<file path="config.mk">
export PLATFORM = sky130hd
export DESIGN_NAME = fple_led_encoder
export DESIGN_NICKNAME = d
export VERILOG_FILES = /design/src/rtl/fple_pkg.sv /design/src/rtl/fple_blink_if.sv /design/src/rtl/fple_blink_gen.sv /design/src/rtl/fple_led_encoder.sv
export SDC_FILE = /design/constraint.sdc
export NUM_CORES = 1
export LEC_CHECK = 0
export ABC_AREA = 1
export BUFFER_PORTS_ARGS = -buffer_cell sky130_fd_sc_hd__buf_2
export CAP_MARGIN = 20
export CORE_MARGIN = 10
export CORE_UTILIZATION = 50
export CTS_CLUSTER_SIZE = 28
export DETAILED_ROUTE_END_ITERATION = 8
export PLACE_DENSITY = 0.77
export SYNTH_ARGS = -nofsm -noshare
export SYNTH_HDL_FRONTEND = slang
export SYNTH_HIERARCHICAL = 1
export SYNTH_SLANG_ARGS = --single-unit
export TNS_END_PERCENT = 30
</file>
<file path="constraint.sdc">
create_clock -name pclk -period 2.4 [get_ports pclk]
set_input_delay 0 -clock pclk [delete_from_list [all_inputs] [get_ports pclk]]
set_output_delay 0 -clock pclk [all_outputs]
set_load 0.01 [all_outputs]
</file>
<file path="src/rtl/fple_pkg.sv">
// ---------------------------------------------------------------------------
// shared constants for the front panel indicator encoder
// ---------------------------------------------------------------------------
package fple_pkg;

  // register byte offsets
  localparam logic [11:0] OFS_CTRL      = 12'h000; // control bits
  localparam logic [11:0] OFS_BLINK     = 12'h004; // blink half period
  localparam logic [11:0] OFS_COND      = 12'h008; // status severity view
  localparam logic [11:0] OFS_LED       = 12'h00C; // led output view

  // control field positions
  localparam int CTRL_DUAL_POS = 0;   // dual-colour power led fitted
  localparam int CTRL_EN_POS   = 1;   // indicators enabled

  // reset values
  localparam logic [1:0]  CTRL_RST   = 2'h2;       // enabled, single colour
  localparam logic [23:0] BLINK_RST  = 24'h0F4240; // 1e6 cycles = 50 ms

  // power states
  typedef enum logic [1:0] {
    FPLE_PWR_OFF   = 2'b00,  // off or suspend to disk
    FPLE_PWR_ON    = 2'b01,  // running
    FPLE_PWR_SLEEP = 2'b10   // sleeping, s1
  } fple_pwr_e;

  // link speeds
  typedef enum logic [1:0] {
    FPLE_SPD_10   = 2'b00,
    FPLE_SPD_100  = 2'b01,
    FPLE_SPD_1000 = 2'b10
  } fple_spd_e;

  // status display states, most severe first
  typedef enum logic [2:0] {
    FPLE_ST_NOTRDY = 3'b000,
    FPLE_ST_CRIT   = 3'b001,
    FPLE_ST_NONCR  = 3'b010,
    FPLE_ST_DEGR   = 3'b011,
    FPLE_ST_READY  = 3'b100
  } fple_st_e;

endpackage

</file>
<file path="src/rtl/fple_blink_if.sv">
`timescale 1ns/1ps
// ---------------------------------------------------------------------------
// blink phase carrier between the divider and the encoder
// ---------------------------------------------------------------------------
interface fple_blink_if;
  logic [23:0] half_period;  // cycles per blink half
  logic        phase;        // current blink phase
  modport ctrl (output half_period, input phase);
  modport gen  (input half_period, output phase);
endinterface

</file>
<file path="src/rtl/fple_blink_gen.sv">
`timescale 1ns/1ps
// ---------------------------------------------------------------------------
// shared blink divider
// ---------------------------------------------------------------------------
module fple_blink_gen (
  input  wire logic   pclk,
  input  wire logic   presetn,
  fple_blink_if.gen   blk
);

  typedef struct packed {
    logic [23:0] cnt;   // cycles into current half
    logic        phase; // blink phase
  } fple_bg_s;

  fple_bg_s st;
  fple_bg_s next_st;

  // count one half period, then flip the phase; zero acts as one
  always_comb begin
    next_st = st;
    if (st.cnt + 24'h000001 >= blk.half_period) begin
      next_st.cnt   = 24'h000000;
      next_st.phase = ~st.phase;
    end else begin
      next_st.cnt = st.cnt + 24'h000001;
    end
  end

  always_ff @(posedge pclk or negedge presetn) begin
    if (!presetn) begin
      st <= '0;
    end else begin
      st <= next_st;
    end
  end

  assign blk.phase = st.phase;

endmodule // fple_blink_gen

</file>
<file path="src/rtl/fple_led_encoder.sv">
// Decided for this implementation: the placing of the registers and the APB register port.
`timescale 1ns/1ps
// Operation
// - power led green on, sleep yellow/blink, off dark
// - status steady green when ready, no alarm
// - status blinks green when degraded
// - status steady amber on critical alarm
// - status blinks amber on non-critical alarm
// - status dark when system not ready
// - disk led blinks green during access
// - disk amber on fault, else dark
// - disk led merges all drive activity
// - network leds: link green, traffic blinks
// - 10/100 speed led lit at 100
// - 10/100 yellow: link on, activity blinks
// - gigabit speed: dark, green, yellow
// - gigabit green link led, activity blinks
// - identify led blinks blue when selected
// - nine front panel indicator outputs
// - power led stays alive in sleep
module fple_led_encoder #(
  parameter int NDISK = 4   // number of drive activity sources
) (
  input  wire logic              pclk,
  input  wire logic              presetn,
  // apb slave
  input  wire logic              psel,
  input  wire logic              penable,
  input  wire logic              pwrite,
  input  wire logic [11:0]       paddr,
  input  wire logic [31:0]       pwdata,
  output logic [31:0]            prdata,
  output logic                   pready,
  output logic                   pslverr,
  // condition inputs
  input  wire logic [1:0]        pwr_state,
  input  wire logic              sys_ready,
  input  wire logic              crit_alarm,
  input  wire logic              noncrit_alarm,
  input  wire logic              degraded,
  input  wire logic [NDISK-1:0]  disk_access,
  input  wire logic              disk_fault,
  input  wire logic [1:0]        net_link,
  input  wire logic [1:0]        net_act,
  input  wire logic [1:0]        net_speed_a,
  input  wire logic [1:0]        net_speed_b,
  input  wire logic              identify,
  // front panel leds
  output logic                   power_sleep_indicator_green,
  output logic                   power_sleep_indicator_yellow,
  output logic                   status_green,
  output logic                   status_amber,
  output logic                   disk_green,
  output logic                   disk_amber,
  output logic                   network_one_activity_indicator,
  output logic                   network_two_activity_indicator,
  output logic                   ident_blue,
  // jack leds
  output logic                   jack_a_speed_green,
  output logic                   jack_a_link_yellow,
  output logic                   jack_b_speed_green,
  output logic                   jack_b_speed_yellow,
  output logic                   jack_b_link_green
);

  // ---------------------------------------------------------------------------
  // state
  // ---------------------------------------------------------------------------
  typedef struct packed {
    logic [1:0]  ctrl;     // enable and dual-colour bits
    logic [23:0] half;     // blink half period in cycles
    logic [31:0] rdata;    // apb read data
    logic        rdy;      // apb ready
    logic        err;      // apb slave error
    logic [13:0] led;      // all led drives
  } fple_s;

  fple_s st;
  fple_s next_st;

  fple_blink_if blk ();

  fple_blink_gen u_blink (
    .pclk    (pclk),
    .presetn (presetn),
    .blk     (blk)
  );
  assign blk.half_period = st.half;

  // severity pick, used for display and register view
  function automatic fple_pkg::fple_st_e sev(
    input logic rdy, input logic cr, input logic nc, input logic dg);
    if (!rdy)    sev = fple_pkg::FPLE_ST_NOTRDY;
    else if (cr) sev = fple_pkg::FPLE_ST_CRIT;
    else if (nc) sev = fple_pkg::FPLE_ST_NONCR;
    else if (dg) sev = fple_pkg::FPLE_ST_DEGR;
    else         sev = fple_pkg::FPLE_ST_READY;
  endfunction

  // link led: dark without link, blink on traffic, steady otherwise
  function automatic logic link_led(
    input logic lk, input logic act, input logic ph);
    link_led = lk & (act ? ph : 1'b1);
  endfunction

  // ---------------------------------------------------------------------------
  // next state
  // ---------------------------------------------------------------------------
  fple_pkg::fple_st_e sv;
  logic               ph;
  logic               en;
  logic               acc;
  logic               anydisk;

  always_comb begin
    next_st = st;
    ph      = blk.phase;
    en      = st.ctrl[fple_pkg::CTRL_EN_POS];
    sv      = sev(sys_ready, crit_alarm, noncrit_alarm, degraded);
    anydisk = |disk_access;
    acc     = psel & penable;

    // apb: one wait state per access phase, ready pulse each access
    next_st.rdy = acc & ~st.rdy;
    next_st.err = 1'b0;
    if (acc & ~st.rdy) begin
      unique case (paddr)
        fple_pkg::OFS_CTRL: begin
          next_st.rdata = {30'h0, st.ctrl};
          if (pwrite) next_st.ctrl = pwdata[1:0];
        end
        fple_pkg::OFS_BLINK: begin
          next_st.rdata = {8'h00, st.half};
          if (pwrite) next_st.half = pwdata[23:0];
        end
        fple_pkg::OFS_COND: begin
          next_st.rdata = {29'h0, sv};
        end
        fple_pkg::OFS_LED: begin
          next_st.rdata = {18'h0, st.led};
        end
        default: begin
          next_st.rdata = 32'h00000000;
          next_st.err   = 1'b1;
        end
      endcase
    end

    // power led; ignores the enable so sleep stays visible
    unique case (pwr_state)
      fple_pkg::FPLE_PWR_ON:    next_st.led[1:0] = 2'b01;
      fple_pkg::FPLE_PWR_SLEEP: next_st.led[1:0] =
        st.ctrl[fple_pkg::CTRL_DUAL_POS] ? 2'b10 : {1'b0, ph};
      default:                  next_st.led[1:0] = 2'b00;
    endcase

    unique case (sv)
      fple_pkg::FPLE_ST_READY:  next_st.led[3:2] = 2'b01;
      fple_pkg::FPLE_ST_DEGR:   next_st.led[3:2] = {1'b0, ph};
      fple_pkg::FPLE_ST_CRIT:   next_st.led[3:2] = 2'b10;
      fple_pkg::FPLE_ST_NONCR:  next_st.led[3:2] = {ph, 1'b0};
      default:                  next_st.led[3:2] = 2'b00;
    endcase

    // disk; fault takes the amber, access blinks green
    next_st.led[4] = anydisk & ~disk_fault & ph;
    next_st.led[5] = disk_fault;
    next_st.led[6] = link_led(net_link[0], net_act[0], ph);
    next_st.led[7] = link_led(net_link[1], net_act[1], ph);
    next_st.led[8] = identify & ph;
    next_st.led[9]  = (net_speed_a == fple_pkg::FPLE_SPD_100);
    next_st.led[10] = link_led(net_link[0], net_act[0], ph);
    next_st.led[11] = (net_speed_b == fple_pkg::FPLE_SPD_100);
    next_st.led[12] = (net_speed_b == fple_pkg::FPLE_SPD_1000);
    next_st.led[13] = link_led(net_link[1], net_act[1], ph);

    // disabled panel blanks all but power led
    if (!en) next_st.led[13:2] = 12'h000;
  end

  always_ff @(posedge pclk or negedge presetn) begin
    if (!presetn) begin
      st       <= '0;
      st.ctrl  <= fple_pkg::CTRL_RST;
      st.half  <= fple_pkg::BLINK_RST;
    end else begin
      st <= next_st;
    end
  end

  // ---------------------------------------------------------------------------
  // outputs, all straight from flops
  // ---------------------------------------------------------------------------
  assign prdata  = st.rdata;
  assign pready  = st.rdy;
  assign pslverr = st.err;
  assign power_sleep_indicator_green    = st.led[0];
  assign power_sleep_indicator_yellow   = st.led[1];
  assign status_green                   = st.led[2];
  assign status_amber                   = st.led[3];
  assign disk_green                     = st.led[4];
  assign disk_amber                     = st.led[5];
  assign network_one_activity_indicator = st.led[6];
  assign network_two_activity_indicator = st.led[7];
  assign ident_blue                     = st.led[8];
  assign jack_a_speed_green             = st.led[9];
  assign jack_a_link_yellow             = st.led[10];
  assign jack_b_speed_green             = st.led[11];
  assign jack_b_speed_yellow            = st.led[12];
  assign jack_b_link_green              = st.led[13];
endmodule // fple_led_encoder

</file>
==> flow_results.org <==
** Status
- The run finished, with violations left.
- Violated checks :: negative setup slack

** Floorplan
- The core region is 10400 um2.
- The floorplan step defined a die boundary enclosing 15300 um2.
- Number of rows created at floorplan :: 37
- From bottom edge to top edge, the die measures 124 um.
- The die is 124 um wide.
- Io pins :: 117
- Starting density of the core :: 51.7%

** STA
- The worst path uses 113% of the clock period.
- Final-layout setup total negative slack :: -6.78 ns
- Hold is met by 0.0399 ns.
- Setup violation total in the final timing report :: 25
- Setup repair after global routing could not meet its margin everywhere.
- In this run the tightest slew margin relative to its limit is 38.3%.
- Worst-margin pin slew :: 0.924 ns
- The number of failing hold endpoints at the final stage came to 0.
- Post-route clock skew :: 0.0121 ns
- Time the final worst path needs with I/O delays and setup :: 2.71 ns
- After layout, the worst setup slack is -0.310 ns.
- Timing would allow up to 0.369 GHz.
- The max-slew violation count was 0.

** Global routing
- The number of global-route vias before repair is 5317.
- Initial antenna violation count :: 0
- Entering global routing, the biggest net connects 53 pins.
- In the global route stage, met3 resource usage came out at 5.97%.
- For met2 alone, demand over resource in global routing was 35.6%.
- After global routing, the most crowded layer is met2.
- For this run, the total global-route usage over all layers was measured as 20.3%.
- Residual overflow from global routing :: 0
- Met1 GRT Util :: 22.9%
- The first global-routing pass estimated 25.0 mm of wire.

** Clock network
- Htree depth :: 3
- Cts bufs inserted :: 9
- Maximum number of buffers from clock root to sink :: 2
- Counting every sink on the clock net gives 89.
- TritonCTS built the clock tree.
- The later pin in the worst-skew pair is clocked with a latency of 0.36 ns.
- Clock-pin slew was measured on the worst setup and hold paths at 0.10 ns.
- The root buffer cell chosen for the clock tree is sky130_fd_sc_hd__clkbuf_8.

** Yosys
- Yosys printed 6 warnings.
- Adder and majority gate portion of the synthesized area :: 6.27%
- Seq/Total Area, Yosys :: 41.5%
- Of the post-synthesis cell area, the part taken by muxes is 0%.
- The share of synthesized area in the top cell type comes to 37.6%.
- Area fraction in compound gates after synthesis :: 7.29%
- After synthesis, the cell types taking the most area are sky130_fd_sc_hd__dfrtp_1 (38%), sky130_fd_sc_hd__nand2_1 (14%), sky130_fd_sc_hd__inv_1 (7.9%).
- The synthesized netlist devotes 1.63% of its cell area to XOR and XNOR gates.
- Dominant combinational cell family by area after synthesis :: simple AND/OR/NAND/NOR gates
- Async S/R FF share, synth :: 100%
- The synthesized design spends more area on one cell type than any other, namely sky130_fd_sc_hd__dfrtp_1.
- Counting flops with a built-in enable in the synthesized netlist gives 0.
- Most used flip-flop cell after synthesis :: sky130_fd_sc_hd__dfrtp_1
- Mapped cell area :: 5390 um2
- Summing the areas of all and, or, nand and nor instances in the mapped netlist gives 28.5% of the synthesized area.
- The cell count after synthesis came out at 699.
- Synthesized area per cell :: 7.71 um2
- Counting distinct cell types in the post-synthesis netlist gives 39.
- Seq cells post-synth :: 89

** Route
- Total routed wirelength :: 15.3 mm
- DRT iter0 DRCs :: 368
- Once detail routing completed, the nets flagged for antenna violations numbered 0.
- Total via count in the routed design :: 5045
- After detailed routing, the average wire length per cell comes to 15.1 um.
- DRC violation count after routing :: 0
- In the routed layout, each cell is associated on average with a via count of 4.98.
- The first detailed-routing pass ran for 4 iterations.

** Finish
- At the end of the flow the core is filled with cells to 68.2%.
- Most frequent standard cell in the layout excluding fill and tap cells :: sky130_fd_sc_hd__nand2_1
- The filler cells instantiated in the layout total 797.
- Area growth syn-to-layout :: 31.9%
- Area occupied by multi-input gates :: 2600 um2
- The finished cells cover 7110 um2.
- The library cells used most frequently in the layout, excluding fill and tap cells, are sky130_fd_sc_hd__nand2_1 (187), sky130_fd_sc_hd__inv_1 (110), sky130_fd_sc_hd__buf_2 (99).
- Post-layout net count :: 970
- Summing all flip-flop and latch instances after layout gives 2240 um2.
- Number of inserted diodes :: 0
- Share of cells above drive strength 1 :: 31.1%

** Critical path
- Data arrival, critical path :: 2.99 ns
- Walking the worst path, the cells encountered are buf_6 -> nand3_4 -> buf_6 -> nor2_4 -> buf_4 -> nand3_1 -> nand2_1 -> inv_1 -> ha_1 -> a21oi_1 -> nor2_1 -> nor2_1 -> nand2_1 -> a21oi_2 -> nand2_4 -> buf_12 -> nor2_1.
- The setup check on the worst reg-to-reg path leaves a slack of -0.31 ns.
- Start-to-end type of the worst setup path :: register to register
- The worst register-to-register path ends at u_blink/st[4]$_DFF_PN0_.
- On the critical path the largest part of the delay comes from simple AND/OR/NAND/NOR gates.
- The worst setup path is launched from a register.
- Crit path top cell by count :: sky130_fd_sc_hd__nor2_1
- STA puts the critical path data required time at 2.68 ns.
- In this run the worst setup path terminates at u_blink/st[4]$_DFF_PN0_.
- Startpoint of the most critical setup path :: u_blink/st[1]$_DFF_PN0_
- Of all nets on the critical path, the largest fanout is 11.
- Category of the worst setup path capture point :: register
- The startpoint identified for the worst register-to-register timing path is u_blink/st[1]$_DFF_PN0_.
- On the critical path, the stage with the largest delay is an instance of sky130_fd_sc_hd__dfrtp_1.
- The number of buffers and inverters on the critical path is 5.
- Counting buffers and inverters, the worst setup path is 17 cells deep.
- R2R depth :: 17
- CP peak stage delay :: 0.44 ns

** Place
- Final HPWL from detailed placement :: 10.7 mm
- At the end of routability-driven placement, the weighted congestion stood at 0.895.
- Port buffering added 100 buffers.
- Summing all placed instances gives a cell area of 6050 um2.

** Pwr
- Power per cell area :: 383 nW/um2
- IR analysis of the VDD net gives a maximum drop of 0.000384 V.
- Leakage Power :: 0.00401 uW

** Flow run
- The tool flagged a number of max-cap violations equal to 0.

** Worst hold path
- The min-delay analysis places its worst path in the category input port to register.
[registers in the layout, indices dropped and copies added, names as in the netlist]
name	flops
disk_green	1
jack_a_link_yellow	1
blk.half_period	24
power_sleep_indicator_yellow	1
en	1
st	1
jack_b_speed_yellow	1
power_sleep_indicator_green	1
jack_a_speed_green	1
disk_amber	1
jack_b_speed_green	1
status_amber	1
status_green	1
u_blink/st	24
u_blink/blk.phase	1
ident_blue	1
pslverr	1
pready	1
network_two_activity_indicator	1
prdata	24
[cell usage after synthesis (4+ instances only)]
library cell	count
sky130_fd_sc_hd__nand2_2	9
sky130_fd_sc_hd__inv_1	114
sky130_fd_sc_hd__ha_1	27
sky130_fd_sc_hd__nand3_1	39
sky130_fd_sc_hd__o21ai_1	7
sky130_fd_sc_hd__buf_4	35
sky130_fd_sc_hd__nand2_1	196
sky130_fd_sc_hd__o31ai_1	5
sky130_fd_sc_hd__buf_6	5
sky130_fd_sc_hd__nor3_1	8
sky130_fd_sc_hd__o21ai_0	15
sky130_fd_sc_hd__a21oi_1	12
sky130_fd_sc_hd__dfrtp_1	81
sky130_fd_sc_hd__xor2_1	7
sky130_fd_sc_hd__a21oi_2	6
sky130_fd_sc_hd__nor2_2	8
sky130_fd_sc_hd__nor2_1	67
sky130_fd_sc_hd__nand4_1	4
sky130_fd_sc_hd__clkbuf_1	8
sky130_fd_sc_hd__dfstp_2	8
sky130_fd_sc_hd__o21ai_2	9
[per-layer routing]
| layer | routed length [um] | vias up |
|---|---|---|
| met4 | 497 | 0 |
| met3 | 1210 | 41 |
| li1 | - | 2459 |
| met5 | 0 | - |
| met2 | 7560 | 174 |
| met1 | 6000 | 2371 |
[what timing repair did]
action                                  CTS  global route
endpoints found under the setup margin   25            25
endpoints found under the hold margin    86             0
cloned                                    1             0
gates resized for setup                  24            29
pin swaps                                13            15
setup buffers                            17             5
hold buffers                             46             0
[cells by family after synthesis]
| kind of cell | Yosys count |
|---|---|
| fa+ha+maj | 27 |
| buf+inv | 166 |
| flops | 89 |
| compound gates | 61 |
| xor+xnor | 10 |
| simple gates | 345 |
| other cells | 1 |
[metrics by stage]
stage	power, uW	instances	worst slack, ns
global placement	1710	930	-0.114
CTS	2740	1009	-0.232
floorplan	1620	706	-0.0349
detailed placement	1720	930	-0.240
global route	2830	1014	-0.465
finish	2720	1014	-0.310
[final cells by class]
class / count / share of cell area (%)
multi-input cells: 451 / 36.6
flip-flops and latches: 89 / 31.5
clock buffers: 10 / 1.94
well taps: 136 / 2.39
repair buffers: 207 / 20.9
inverters: 116 / 6.13
clock inverters: 5 / 0.563
[tightest hold or removal path, cell delays in order]
cell	delay [ns]
sky130_fd_sc_hd__buf_2	0.12
sky130_fd_sc_hd__nand2_1	0.06
sky130_fd_sc_hd__nor2_1	0.08
sky130_fd_sc_hd__nand2_1	0.06
sky130_fd_sc_hd__o21ai_0	0.09
[where the power goes]
part / leakage [uW] / internal (uW) / switching, uW
clock network: 0.0000814 / 406 / 565
registers: 0.00116 / 1510 / 6.58
logic: 0.00277 / 110 / 123
[worst min-delay path by stage]
stage,from,endpoint,cells past startpoint
5_1_grt,pwrite,en$_DFFE_PN1P_,5
3_5_place_dp,presetn,prdata[10]$_DFFE_PN0P_,1
6_report,pwrite,en$_DFFE_PN1P_,5
4_1_cts,pwrite,en$_DFFE_PN1P_,5
2_1_floorplan,presetn,blk.half_period[0]$_DFFE_PN0P_,0
3_3_place_gp,presetn,blk.half_period[10]$_DFFE_PN0P_,1
Power figures use the tool's default switching activity.
